--- src/hdl/pwd_pkg.sv ---
// constants, register map and bus carriers for the pulse-width demodulator
package pwd_pkg;
    // clock and timing
    localparam int CLK_PERIOD_PS = 5000;
    localparam int TIMER_DIV = 4;
    localparam logic [1:0] DIV_LAST = 2'h3;
    localparam int MAX_LAG_CYC = 6;
    localparam int SYNC_STAGES = 3;
    // widths
    localparam int ADDR_W = 8;
    localparam int DATA_W = 32;
    localparam int CNT_W = 16;
    localparam int PIN_W = 4;
    // synchronised pin positions
    localparam int PIN_PULSE = 0;
    localparam int PIN_T0 = 1;
    localparam int PIN_T1 = 2;
    localparam int PIN_HI_IRQ = 3;
    // register byte offsets
    localparam logic [7:0] OFF_SYS_CFG = 8'h00;
    localparam logic [7:0] OFF_T0_CNT = 8'h04;
    localparam logic [7:0] OFF_T0_MAX = 8'h08;
    localparam logic [7:0] OFF_T0_CTL = 8'h0c;
    localparam logic [7:0] OFF_T1_CNT = 8'h10;
    localparam logic [7:0] OFF_T1_MAX = 8'h14;
    localparam logic [7:0] OFF_T1_CTL = 8'h18;
    localparam logic [7:0] OFF_IRQ_REQ = 8'h1c;
    localparam logic [7:0] OFF_IRQ_MASK = 8'h20;
    localparam logic [7:0] OFF_PIO_IN = 8'h24;
    // field positions
    localparam int CFG_DEMOD_BIT = 0;
    localparam int TCTL_INT_EN_BIT = 0;
    localparam int TCTL_MC_BIT = 1;
    localparam int IRQ_LOW_END_BIT = 0;
    localparam int IRQ_HIGH_END_BIT = 1;
    localparam int IRQ_T0_MC_BIT = 2;
    localparam int IRQ_T1_MC_BIT = 3;
    localparam int IRQ_W = 4;
    localparam int PIO_W = 3;
    // reset values
    localparam logic [CNT_W-1:0] CNT_RST = 16'h0000;
    localparam logic [CNT_W-1:0] MAX_RST = 16'h0000;
    localparam logic [IRQ_W-1:0] IRQ_RST = 4'h0;
    localparam logic [DATA_W-1:0] DATA_ZERO = 32'h0000_0000;

    typedef struct packed {
        logic psel;
        logic penable;
        logic pwrite;
        logic [ADDR_W-1:0] paddr;
        logic [DATA_W-1:0] pwdata;
    } pwd_apb_req_s;

    typedef struct packed {
        logic pready;
        logic pslverr;
        logic [DATA_W-1:0] prdata;
    } pwd_apb_rsp_s;
endpackage : pwd_pkg

--- src/hdl/pwd_sync.sv ---
// input synchroniser with registered level and edge pulses
`timescale 1ns/1ps
`default_nettype none
module pwd_sync #(
    parameter int W = 4
) (
    // clock and reset
    input wire logic clock_in,
    input wire logic rst_n_in,
    // raw pins
    input wire logic [W-1:0] pin_in,
    // conditioned outputs
    output logic [W-1:0] level_out,
    output logic [W-1:0] rise_out,
    output logic [W-1:0] fall_out
);
    logic [W-1:0] s1_r, s2_r, s3_r, rise_r, fall_r;
    logic [W-1:0] rise_nxt, fall_nxt;

    always_comb begin
        rise_nxt = s2_r & ~s3_r;
        fall_nxt = ~s2_r & s3_r;
    end

    // s1 feeds only s2, so edges are judged on settled values
    always_ff @(posedge clock_in or negedge rst_n_in) begin
        if (!rst_n_in) begin
            s1_r <= '0;
            s2_r <= '0;
            s3_r <= '0;
            rise_r <= '0;
            fall_r <= '0;
        end else begin
            s1_r <= pin_in;
            s2_r <= s1_r;
            s3_r <= s2_r;
            rise_r <= rise_nxt;
            fall_r <= fall_nxt;
        end
    end

    assign level_out = s3_r;
    assign rise_out = rise_r;
    assign fall_out = fall_r;
endmodule : pwd_sync
`default_nettype wire

--- src/hdl/pwd_timer.sv ---
// one 16-bit measuring timer with max-count wrap and sticky flag
`timescale 1ns/1ps
`default_nettype none
module pwd_timer
    import pwd_pkg::*;
(
    // clock and reset
    input wire logic clock_in,
    input wire logic rst_n_in,
    // count event and software access
    input wire logic event_in,
    input wire logic wr_cnt_in,
    input wire logic wr_max_in,
    input wire logic mc_clr_in,
    input wire logic [pwd_pkg::CNT_W-1:0] wr_data_in,
    // state
    output logic [pwd_pkg::CNT_W-1:0] count_out,
    output logic [pwd_pkg::CNT_W-1:0] max_out,
    output logic mc_out,
    output logic wrap_out
);
    logic [CNT_W-1:0] cnt_r, cnt_nxt, max_r, max_nxt, inc;
    logic mc_r, mc_nxt, wrap_r, wrap_nxt;

    always_comb begin
        inc = cnt_r + 16'h0001;
        cnt_nxt = cnt_r;
        wrap_nxt = 1'b0;
        max_nxt = wr_max_in ? wr_data_in : max_r;
        if (wr_cnt_in) begin
            cnt_nxt = wr_data_in;
        end else if (event_in) begin
            // a max of zero wraps after 65536 events
            if (inc == max_r) begin
                cnt_nxt = CNT_RST;
                wrap_nxt = 1'b1;
            end else begin
                cnt_nxt = inc;
            end
        end
        // a wrap in the clearing cycle survives
        mc_nxt = (mc_r & ~mc_clr_in) | wrap_nxt;
    end

    always_ff @(posedge clock_in or negedge rst_n_in) begin
        if (!rst_n_in) begin
            cnt_r <= CNT_RST;
            max_r <= MAX_RST;
            mc_r <= 1'b0;
            wrap_r <= 1'b0;
        end else begin
            cnt_r <= cnt_nxt;
            max_r <= max_nxt;
            mc_r <= mc_nxt;
            wrap_r <= wrap_nxt;
        end
    end

    assign count_out = cnt_r;
    assign max_out = max_r;
    assign mc_out = mc_r;
    assign wrap_out = wrap_r;

    wrap_to_zero_a: assert property (@(posedge clock_in) disable iff (!rst_n_in)
        (event_in && !wr_cnt_in && (inc == max_r)) |=> (cnt_r == CNT_RST) && wrap_r)
        else $error("timer did not return to zero at max count");
    max_flag_set_a: assert property (@(posedge clock_in) disable iff (!rst_n_in)
        wrap_r |-> mc_r)
        else $error("max count flag missing after wrap");
endmodule : pwd_timer
`default_nettype wire

--- src/hdl/pwd_top.sv ---
// pulse-width demodulator: two gated timers, edge requests, apb registers
`timescale 1ns/1ps
`default_nettype none
module pwd_top
    import pwd_pkg::*;
(
    // clock and reset
    input wire logic clock_in,
    input wire logic rst_n_in,
    // apb slave
    input wire pwd_pkg::pwd_apb_req_s apb_req_in,
    output pwd_pkg::pwd_apb_rsp_s apb_rsp_out,
    // pins
    input wire logic pulse_pin_in,
    input wire logic timer_zero_ext_input_in,
    input wire logic timer_one_ext_input_in,
    input wire logic high_phase_end_irq_in,
    // status
    output logic irq_out,
    output logic demod_active_out,
    output logic [pwd_pkg::PIO_W-1:0] programmable_io_free_out
);
    logic [PIN_W-1:0] lvl, rise, fall;
    logic [1:0] div_r, div_nxt;
    logic tick_r, tick_nxt;
    logic cfg_r, cfg_nxt;
    logic t0_ie_r, t0_ie_nxt, t1_ie_r, t1_ie_nxt;
    logic pend0_r, pend0_nxt, pend1_r, pend1_nxt;
    logic [IRQ_W-1:0] req_r, req_nxt, mask_r, mask_nxt, req_set;
    logic irq_r, irq_nxt;
    logic rdy_r, rdy_nxt, err_r, err_nxt;
    logic [DATA_W-1:0] rdata_r, rdata_nxt;
    logic [PIO_W-1:0] pio_r, pio_nxt;
    logic acc, start, wr, hit, demod;
    logic [DATA_W-1:0] rd_mux;
    logic t0_ev, t1_ev;
    logic wr_t0_cnt, wr_t0_max, wr_t0_ctl, wr_t1_cnt, wr_t1_max, wr_t1_ctl;
    logic [CNT_W-1:0] t0_cnt, t0_max, t1_cnt, t1_max;
    logic t0_mc, t1_mc, t0_wrap, t1_wrap;
    logic low_end, high_end;

    assign demod = cfg_r;

    // three flops and the edge register keep the pin to timer lag within six cycles
    pwd_sync #(
        .W(PIN_W)
    ) u_sync (
        .clock_in(clock_in),
        .rst_n_in(rst_n_in),
        .pin_in({high_phase_end_irq_in, timer_one_ext_input_in, timer_zero_ext_input_in, pulse_pin_in}),
        .level_out(lvl),
        .rise_out(rise),
        .fall_out(fall)
    );

    // quarter-rate service tick
    always_comb begin
        div_nxt = div_r + 2'h1;
        tick_nxt = (div_r == DIV_LAST);
    end

    always_ff @(posedge clock_in or negedge rst_n_in) begin
        if (!rst_n_in) begin
            div_r <= 2'h0;
            tick_r <= 1'b0;
        end else begin
            div_r <= div_nxt;
            tick_r <= tick_nxt;
        end
    end

    // timer events; in normal mode an external edge waits for the next tick, and edges in one tick window count once
    always_comb begin
        pend0_nxt = (pend0_r | rise[PIN_T0]) & ~tick_r;
        pend1_nxt = (pend1_r | rise[PIN_T1]) & ~tick_r;
        if (demod) begin
            pend0_nxt = 1'b0;
            pend1_nxt = 1'b0;
            t0_ev = tick_r & lvl[PIN_PULSE];
            t1_ev = tick_r & ~lvl[PIN_PULSE];
        end else begin
            t0_ev = tick_r & (pend0_r | rise[PIN_T0]);
            t1_ev = tick_r & (pend1_r | rise[PIN_T1]);
        end
    end

    always_ff @(posedge clock_in or negedge rst_n_in) begin
        if (!rst_n_in) begin
            pend0_r <= 1'b0;
            pend1_r <= 1'b0;
        end else begin
            pend0_r <= pend0_nxt;
            pend1_r <= pend1_nxt;
        end
    end

    pwd_timer u_t0 (
        .clock_in(clock_in),
        .rst_n_in(rst_n_in),
        .event_in(t0_ev),
        .wr_cnt_in(wr_t0_cnt),
        .wr_max_in(wr_t0_max),
        .mc_clr_in(wr_t0_ctl & ~apb_req_in.pwdata[TCTL_MC_BIT]),
        .wr_data_in(apb_req_in.pwdata[CNT_W-1:0]),
        .count_out(t0_cnt),
        .max_out(t0_max),
        .mc_out(t0_mc),
        .wrap_out(t0_wrap)
    );

    pwd_timer u_t1 (
        .clock_in(clock_in),
        .rst_n_in(rst_n_in),
        .event_in(t1_ev),
        .wr_cnt_in(wr_t1_cnt),
        .wr_max_in(wr_t1_max),
        .mc_clr_in(wr_t1_ctl & ~apb_req_in.pwdata[TCTL_MC_BIT]),
        .wr_data_in(apb_req_in.pwdata[CNT_W-1:0]),
        .count_out(t1_cnt),
        .max_out(t1_max),
        .mc_out(t1_mc),
        .wrap_out(t1_wrap)
    );

    // request sources: in demod the pulse pin drives both lines
    always_comb begin
        if (demod) begin
            low_end = rise[PIN_PULSE];
            high_end = fall[PIN_PULSE];
        end else begin
            low_end = rise[PIN_PULSE];
            high_end = rise[PIN_HI_IRQ];
        end
        req_set = '0;
        req_set[IRQ_LOW_END_BIT] = low_end;
        req_set[IRQ_HIGH_END_BIT] = high_end;
        req_set[IRQ_T0_MC_BIT] = t0_wrap & t0_ie_r;
        req_set[IRQ_T1_MC_BIT] = t1_wrap & t1_ie_r;
    end

    // apb decode
    always_comb begin
        start = apb_req_in.psel & apb_req_in.penable & ~rdy_r;
        acc = apb_req_in.psel & apb_req_in.penable & rdy_r;
        wr = acc & apb_req_in.pwrite;
        hit = 1'b1;
        rd_mux = DATA_ZERO;
        if (apb_req_in.paddr == OFF_SYS_CFG) begin
            rd_mux[CFG_DEMOD_BIT] = cfg_r;
        end else if (apb_req_in.paddr == OFF_T0_CNT) begin
            rd_mux[CNT_W-1:0] = t0_cnt;
        end else if (apb_req_in.paddr == OFF_T0_MAX) begin
            rd_mux[CNT_W-1:0] = t0_max;
        end else if (apb_req_in.paddr == OFF_T0_CTL) begin
            rd_mux[TCTL_INT_EN_BIT] = t0_ie_r;
            rd_mux[TCTL_MC_BIT] = t0_mc;
        end else if (apb_req_in.paddr == OFF_T1_CNT) begin
            rd_mux[CNT_W-1:0] = t1_cnt;
        end else if (apb_req_in.paddr == OFF_T1_MAX) begin
            rd_mux[CNT_W-1:0] = t1_max;
        end else if (apb_req_in.paddr == OFF_T1_CTL) begin
            rd_mux[TCTL_INT_EN_BIT] = t1_ie_r;
            rd_mux[TCTL_MC_BIT] = t1_mc;
        end else if (apb_req_in.paddr == OFF_IRQ_REQ) begin
            rd_mux[IRQ_W-1:0] = req_r;
        end else if (apb_req_in.paddr == OFF_IRQ_MASK) begin
            rd_mux[IRQ_W-1:0] = mask_r;
        end else if (apb_req_in.paddr == OFF_PIO_IN) begin
            rd_mux[PIO_W-1:0] = pio_r;
        end else begin
            hit = 1'b0;
        end
        wr_t0_cnt = wr & hit & (apb_req_in.paddr == OFF_T0_CNT);
        wr_t0_max = wr & hit & (apb_req_in.paddr == OFF_T0_MAX);
        wr_t0_ctl = wr & hit & (apb_req_in.paddr == OFF_T0_CTL);
        wr_t1_cnt = wr & hit & (apb_req_in.paddr == OFF_T1_CNT);
        wr_t1_max = wr & hit & (apb_req_in.paddr == OFF_T1_MAX);
        wr_t1_ctl = wr & hit & (apb_req_in.paddr == OFF_T1_CTL);
    end

    // registers, request and bus answer
    always_comb begin
        cfg_nxt = cfg_r;
        t0_ie_nxt = t0_ie_r;
        t1_ie_nxt = t1_ie_r;
        mask_nxt = mask_r;
        req_nxt = req_r;
        rdy_nxt = start;
        // error stands only beside ready, so pslverr needs no gate after its flop
        err_nxt = 1'b0;
        rdata_nxt = rdata_r;
        if (start) begin
            // answer data is frozen one cycle early; the read clear uses it
            rdata_nxt = apb_req_in.pwrite ? DATA_ZERO : rd_mux;
            err_nxt = ~hit;
        end
        if (wr & hit) begin
            if (apb_req_in.paddr == OFF_SYS_CFG) begin
                cfg_nxt = apb_req_in.pwdata[CFG_DEMOD_BIT];
            end else if (apb_req_in.paddr == OFF_T0_CTL) begin
                t0_ie_nxt = apb_req_in.pwdata[TCTL_INT_EN_BIT];
            end else if (apb_req_in.paddr == OFF_T1_CTL) begin
                t1_ie_nxt = apb_req_in.pwdata[TCTL_INT_EN_BIT];
            end else if (apb_req_in.paddr == OFF_IRQ_MASK) begin
                mask_nxt = apb_req_in.pwdata[IRQ_W-1:0];
            end
        end
        // only bits already returned are cleared; a new set wins
        if (acc & ~apb_req_in.pwrite & (apb_req_in.paddr == OFF_IRQ_REQ)) begin
            req_nxt = req_r & ~rdata_r[IRQ_W-1:0];
        end
        req_nxt = req_nxt | req_set;
        irq_nxt = |(req_r & mask_r);
        pio_nxt = demod ? {lvl[PIN_HI_IRQ], lvl[PIN_T1], lvl[PIN_T0]} : '0;
    end

    always_ff @(posedge clock_in or negedge rst_n_in) begin
        if (!rst_n_in) begin
            cfg_r <= 1'b0;
            t0_ie_r <= 1'b0;
            t1_ie_r <= 1'b0;
            mask_r <= IRQ_RST;
            req_r <= IRQ_RST;
            irq_r <= 1'b0;
            rdy_r <= 1'b0;
            err_r <= 1'b0;
            rdata_r <= DATA_ZERO;
            pio_r <= '0;
        end else begin
            cfg_r <= cfg_nxt;
            t0_ie_r <= t0_ie_nxt;
            t1_ie_r <= t1_ie_nxt;
            mask_r <= mask_nxt;
            req_r <= req_nxt;
            irq_r <= irq_nxt;
            rdy_r <= rdy_nxt;
            err_r <= err_nxt;
            rdata_r <= rdata_nxt;
            pio_r <= pio_nxt;
        end
    end

    assign apb_rsp_out.pready = rdy_r;
    assign apb_rsp_out.pslverr = err_r;
    assign apb_rsp_out.prdata = rdata_r;
    assign irq_out = irq_r;
    assign demod_active_out = cfg_r;
    assign programmable_io_free_out = {PIO_W{cfg_r}};

    // checks
    tick_quarter_a: assert property (@(posedge clock_in) disable iff (!rst_n_in)
        tick_r |=> !tick_r [*3] ##1 tick_r)
        else $error("timer tick not every fourth cycle");
    high_gate_t0_a: assert property (@(posedge clock_in) disable iff (!rst_n_in)
        (demod && !lvl[PIN_PULSE] && !wr_t0_cnt) |=> (t0_cnt == $past(t0_cnt)))
        else $error("timer 0 counted while pulse low");
    low_gate_t1_a: assert property (@(posedge clock_in) disable iff (!rst_n_in)
        (demod && lvl[PIN_PULSE] && !wr_t1_cnt) |=> (t1_cnt == $past(t1_cnt)))
        else $error("timer 1 counted while pulse high");
    count_on_tick_a: assert property (@(posedge clock_in) disable iff (!rst_n_in)
        (t0_cnt != $past(t0_cnt)) |-> ($past(tick_r) || $past(wr_t0_cnt)))
        else $error("timer 0 moved off the quarter-rate tick");
    rise_ends_low_a: assert property (@(posedge clock_in) disable iff (!rst_n_in)
        (demod && rise[PIN_PULSE]) |=> req_r[IRQ_LOW_END_BIT])
        else $error("rising pulse edge missed low-end request");
    fall_ends_high_a: assert property (@(posedge clock_in) disable iff (!rst_n_in)
        (demod && fall[PIN_PULSE]) |=> req_r[IRQ_HIGH_END_BIT])
        else $error("falling pulse edge missed high-end request");
    pin_freed_a: assert property (@(posedge clock_in) disable iff (!rst_n_in)
        (demod && $stable(cfg_r) && !fall[PIN_PULSE] && !(acc && !apb_req_in.pwrite))
            |=> $stable(req_r[IRQ_HIGH_END_BIT]))
        else $error("freed irq pin still raised a request");
    max_req_a: assert property (@(posedge clock_in) disable iff (!rst_n_in)
        (t0_wrap && t0_ie_r) |=> req_r[IRQ_T0_MC_BIT])
        else $error("timer 0 max count request missing");
    pin_lag_a: assert property (@(posedge clock_in) disable iff (!rst_n_in)
        (demod && $rose(pulse_pin_in)) |-> ##[1:6] (tick_r ? lvl[PIN_PULSE] : 1'b1) ##0 lvl[PIN_PULSE])
        else $error("pulse level reached timer gate too late");
    irq_follows_a: assert property (@(posedge clock_in) disable iff (!rst_n_in)
        (|(req_r & mask_r)) |=> irq_r)
        else $error("interrupt output missed unmasked request");
    max_req_t1_a: assert property (@(posedge clock_in) disable iff (!rst_n_in)
        (t1_wrap && t1_ie_r) |=> req_r[IRQ_T1_MC_BIT])
        else $error("timer 1 max count request missing");
    t1_on_tick_a: assert property (@(posedge clock_in) disable iff (!rst_n_in)
        (t1_cnt != $past(t1_cnt)) |-> ($past(tick_r) || $past(wr_t1_cnt)))
        else $error("timer 1 moved off the quarter-rate tick");
    high_count_t0_a: assert property (@(posedge clock_in) disable iff (!rst_n_in)
        (demod && tick_r && lvl[PIN_PULSE] && !wr_t0_cnt && (t0_cnt + 16'h0001 != t0_max))
            |=> (t0_cnt == $past(t0_cnt) + 16'h0001))
        else $error("timer 0 did not count while pulse high");
    low_count_t1_a: assert property (@(posedge clock_in) disable iff (!rst_n_in)
        (demod && tick_r && !lvl[PIN_PULSE] && !wr_t1_cnt && (t1_cnt + 16'h0001 != t1_max))
            |=> (t1_cnt == $past(t1_cnt) + 16'h0001))
        else $error("timer 1 did not count while pulse low");

    // normal functions stay while demod is off; freed pins stay quiet while it is on
    ext_edge_kept_a: assert property (@(posedge clock_in) disable iff (!rst_n_in)
        (!demod && !tick_r && rise[PIN_T0]) |=> pend0_r)
        else $error("external timer 0 edge lost in normal mode");
    irq_pin_kept_a: assert property (@(posedge clock_in) disable iff (!rst_n_in)
        (!demod && rise[PIN_HI_IRQ]) |=> req_r[IRQ_HIGH_END_BIT])
        else $error("irq pin rise lost in normal mode");
    low_rise_kept_a: assert property (@(posedge clock_in) disable iff (!rst_n_in)
        (!demod && rise[PIN_PULSE]) |=> req_r[IRQ_LOW_END_BIT])
        else $error("pulse pin rise lost in normal mode");
    cfg_hold_a: assert property (@(posedge clock_in) disable iff (!rst_n_in)
        !(wr && hit && (apb_req_in.paddr == OFF_SYS_CFG)) |=> $stable(cfg_r))
        else $error("demod enable changed without a config write");
    ext_pend_dropped_a: assert property (@(posedge clock_in) disable iff (!rst_n_in)
        demod |=> (!pend0_r && !pend1_r))
        else $error("freed timer input still pending a count");
    pio_levels_a: assert property (@(posedge clock_in) disable iff (!rst_n_in)
        demod |=> (pio_r == $past({lvl[PIN_HI_IRQ], lvl[PIN_T1], lvl[PIN_T0]})))
        else $error("freed pin levels not shown");
    pio_zero_a: assert property (@(posedge clock_in) disable iff (!rst_n_in)
        !demod |=> (pio_r == '0))
        else $error("pin levels shown outside demod");
    read_clear_a: assert property (@(posedge clock_in) disable iff (!rst_n_in)
        (acc && !apb_req_in.pwrite && (apb_req_in.paddr == OFF_IRQ_REQ) && (req_set == IRQ_RST))
            |=> ((req_r & $past(rdata_r[IRQ_W-1:0])) == IRQ_RST))
        else $error("returned request bits not cleared");
    slow_req_stays_a: assert property (@(posedge clock_in) disable iff (!rst_n_in)
        (req_r[IRQ_T0_MC_BIT] && !(acc && !apb_req_in.pwrite && (apb_req_in.paddr == OFF_IRQ_REQ)))
            |=> req_r[IRQ_T0_MC_BIT])
        else $error("request bit dropped before it was read");
    irq_quiet_a: assert property (@(posedge clock_in) disable iff (!rst_n_in)
        ((req_r & mask_r) == IRQ_RST) |=> !irq_r)
        else $error("interrupt output high with no unmasked request");
endmodule : pwd_top
`default_nettype wire

--- config.mk ---
export PLATFORM = sky130hd
export DESIGN_NAME = pwd_top
export DESIGN_NICKNAME = d
export VERILOG_FILES = /design/src/hdl/pwd_pkg.sv /design/src/hdl/pwd_sync.sv /design/src/hdl/pwd_timer.sv /design/src/hdl/pwd_top.sv
export SDC_FILE = /design/constraint.sdc
export NUM_CORES = 1
export LEC_CHECK = 0
export BUFFER_PORTS_ARGS = -buffer_cell sky130_fd_sc_hd__buf_2
export CORE_AREA = 2 2 159 161
export CTS_BUF_LIST = sky130_fd_sc_hd__clkbuf_8
export CTS_CLUSTER_SIZE = 25
export DETAILED_ROUTE_END_ITERATION = 8
export DIE_AREA = 0 0 161 163
export HOLD_SLACK_MARGIN = 0.02
export PLACE_DENSITY = 0.43
export SYNTH_ARGS = -nofsm -noshare
export SYNTH_HDL_FRONTEND = slang
export SYNTH_SLANG_ARGS = --single-unit
--- constraint.sdc ---
create_clock -name clock_in -period 3.5 [get_ports clock_in]
set_input_delay 0.525 -clock clock_in [delete_from_list [all_inputs] [get_ports clock_in]]
set_output_delay 0.525 -clock clock_in [all_outputs]
set_load 0.02 [all_outputs]
==> summary.md <==
| Metric | Value |
|---|---|
| Outcome | `completed` |
| Number of H-tree levels | `4` |
| LEAKAGE | `3.69 nW` |
| Die area | `26200 µm²` |
| Port Buf Inserts | `55` |
| Synth Flop Type | `dfrtp_1` |
| Max Slew Vio Count | `0` |
| Critical path cell sequence | `ha_1 -> nand4_1 -> buf_4 -> o311ai_0 -> a211o_1 -> nor4_1 -> o2111ai_1 -> or3_1 -> buf_4 -> a21oi_2 -> nor2_1` |
| Non-Filler Instances | `1184` |
| CP max stage delay | `0.49 ns` |
| Routed via count | `6207` |
| Global-route wire length before repair | `36500 µm` |
| Initial DRC Count | `550` |
| Hold Crit Class | `input port to asynchronous set/reset pin` |
| Post-Synthesis Cells | `794` |
| Overall Global Routing Usage | `18.0%` |
| Worst r2r src | `u_t1.count_out[0]` |
| Max-cap violations | `0` |
| Nets@finish | `892` |
| Placed wire-length estimate | `16200 µm` |
| Mapped Area | `7300 µm²` |
| Ys Warns | `0` |
| Critical Path RT | `3.84 ns` |
| DR vias/cell | `5.24` |
| Asr flop ratio synth | `100%` |
| Crit Path Category | `flop to flop` |
| Share of layout cells above drive strength 1 | `21.2%` |
| R2r worst-path depth | `11` |
| Post-synth EDFFs | `0` |
| Mean post-synth cell area | `9.19 µm²` |
| Initial antenna violation count | `0` |
| Die height | `163 µm` |
| Slowest cell on the critical path | `or3_1` |
| Num rows | `58` |
| CTS resizes | `0` |
| Cts hold-fix bufs | `0` |
| Least-Margin Pin Slew | `0.751 ns` |
| Critical path startpoint | `u_t1.count_out[0]` |
| Fin area | `8360 µm²` |
| P&R area growth vs syn | `14.5%` |
| Endpoints failing hold | `0` |
| Worst setup EP type | `flop` |
| TritonCTS clock tree | `built` |
| Worst-path clk slew | `0.10 ns` |
| Largest fanout on the critical path | `10` |
| Vias in the first global route | `6176` |
| Clock buffer count from CTS | `17` |
| Logic pwr share | `21.9%` |
| RSZ-0062 raised after global routing | `false` |
| Sequential Power Share | `43.1%` |
| Overflow left after global routing | `0` |
| Clk pwr share | `35.0%` |
| Boundary Pins | `88` |
| Fin crit share | `88.3%` |
| Post-route setup TNS | `0 ns` |
| Startpoint Class | `flop` |
| Seq/Total Area, Yosys | `42.2%` |
| Unique masters post-synth | `70` |
| Detailed Route WL | `22700 µm` |
| Sink Count | `123` |
| Peak VDD IR | `0.221 mV` |
| CTS Buffer Depth | `2` |
| Die width | `161 µm` |
| NetSw | `1.39 mW` |
| Drt pass-1 iters | `6` |
| Clock root cell | `clkbuf_8` |
| Int Pwr | `2.45 mW` |
| DR WL/cell | `19.2 µm` |
| Crit path top cell by count | `buf_4` |
| ANT nets after route | `0` |
| Dpl cells | `1151` |
| Switching share of power | `36.1%` |
| # setup viols final | `0` |
| Starting Density | `29.6%` |
| Core ar. | `24700 µm²` |
| Clock latency on the worst-skew pair | `0.46 ns` |
| Max_slew headroom | `48.6%` |
| Post-placement cell area | `7940 µm²` |
| Largest net degree at the start of global routing | `79` |
| Post-layout min period | `3.09 ns` |
| Final clock skew | `0.0157 ns` |
| Pwr dens | `460 nW/µm²` |
| FF+latch count, synth | `123` |
| Setup bufs post-CTS | `0` |
| Fmax | `323 MHz` |
| DRC | `0` |
| Critical path arrival | `3.43 ns` |
| Placer Congestion | `0.797` |
## layer usage
layer | up-vias | routed length [µm] | global-route usage [%] | share of wire [%]
li1 | 2974 | - | - | -
met1 | 3082 | 11000 | 26.0 | 49
met2 | 138 | 10400 | 28.3 | 46
met3 | 13 | 1010 | 3.00 | 4.5
met4 | 0 | 233 | 4.30 | 1.0
met5 | - | 0 | 0 | 0
## kinds of logic after synthesis
family          after synthesis  share of synthesized area (%)
simple gates                322                           22.9
compound gates              157                           15.7
flops                       123                           42.2
buf+inv                     100                           6.62
mux                          46                           6.98
xor+xnor                     41                           4.92
fa+ha+maj                     4                          0.652
other cells                   1                         0.0514
## state kept, by name, indices dropped and copies added (netlist names), 2 cells and up
register	flops
rdata_r	16
u_t0.count_out	16
u_t1.max_out	16
u_sync.rise_out	4
pio_r	3
div_r	2
mask_r	4
u_sync.s1_r	4
u_t0.max_out	16
u_sync.s2_r	4
u_sync.level_out	4
u_t1.count_out	16
req_r	4
## synthesized netlist by cell type (23+ instances only)
| master | number | share of area (%) |
|---|---|---|
| dfrtp_1 | 123 | 42 |
| nand2_1 | 75 | 3.9 |
| nand3_1 | 63 | 4.3 |
| clkbuf_1 | 45 | 2.3 |
| nor2_1 | 45 | 2.3 |
| mux2_2 | 39 | 6.0 |
| o21ai_0 | 32 | 2.2 |
| a21oi_1 | 28 | 1.9 |
| xnor2_1 | 26 | 3.1 |
| and3_1 | 24 | 2.1 |
| nor3_1 | 24 | 1.6 |
| buf_4 | 23 | 2.4 |
## final timing paths
path                       slack (ns)           endpoint
setup / recovery                 0.41  u_t1.count_out[4]
hold / removal                   0.10     u_sync.s2_r[3]
setup reg to reg                 0.41  u_t1.count_out[4]
max in group asynchronous        2.65        rdata_r[13]
min in group clock_in            0.16     u_sync.s1_r[2]
hold reg to reg                  0.36     u_sync.s2_r[0]
## metrics by stage
| step | hold slack (ns) | utilization (%) | setup slack, ns | power [mW] |
|---|---|---|---|---|
| floorplan | 0.229 | - | 0.912 | 2.26 |
| global placement | 0.333 | 32.2 | 0.462 | 2.52 |
| detailed placement | 0.336 | 32.2 | 0.462 | 2.52 |
| CTS | 0.118 | 33.9 | 0.437 | 3.89 |
| global route | 0.125 | 33.9 | 0.213 | 4.09 |
| finish | 0.102 | 33.9 | 0.408 | 3.84 |
## power groups by stage
stage	Sequential [mW]	Clock, mW	Combinational, mW
2_1_floorplan	1.57	0	0.690
3_3_place_gp	1.68	0	0.844
3_5_place_dp	1.68	0	0.841
4_1_cts	1.65	1.39	0.845
5_1_grt	1.68	1.45	0.958
6_report	1.65	1.35	0.842
## worst max-delay path: cells and delay by family, from the launching register on
family / cells / cell delay [ns]
and+or+nand+nor: 4 / 1.02
adders and majority gates: 1 / 0.22
buffers and inverters: 2 / 0.40
AOI/OAI and AO/OA: 4 / 0.94
DFF: 1 / 0.39
## placed cells by master (no fill, tap or decap), drive strengths merged, types with 27 or more instances in the layout
cell type / synthesis / layout
inv: 18 / 27
nand2: 75 / 75
nand3: 64 / 64
o21ai: 33 / 33
buf: 37 / 94
nor2: 45 / 45
dfrtp: 123 / 123
mux2: 39 / 39
a21oi: 30 / 30
## layout make-up
cell class,instances,area [µm²]
Fill cell,2632,16300
Inverter,18,67.6
Antenna cell,1,2.50
Clock inverter,15,178
Timing Repair Buffer,94,587
Tap cell,330,413
Clock buffer,17,234
Multi-Input combinational cell,586,3800
Sequential cell,123,3080
Power figures use the tool's default switching activity.
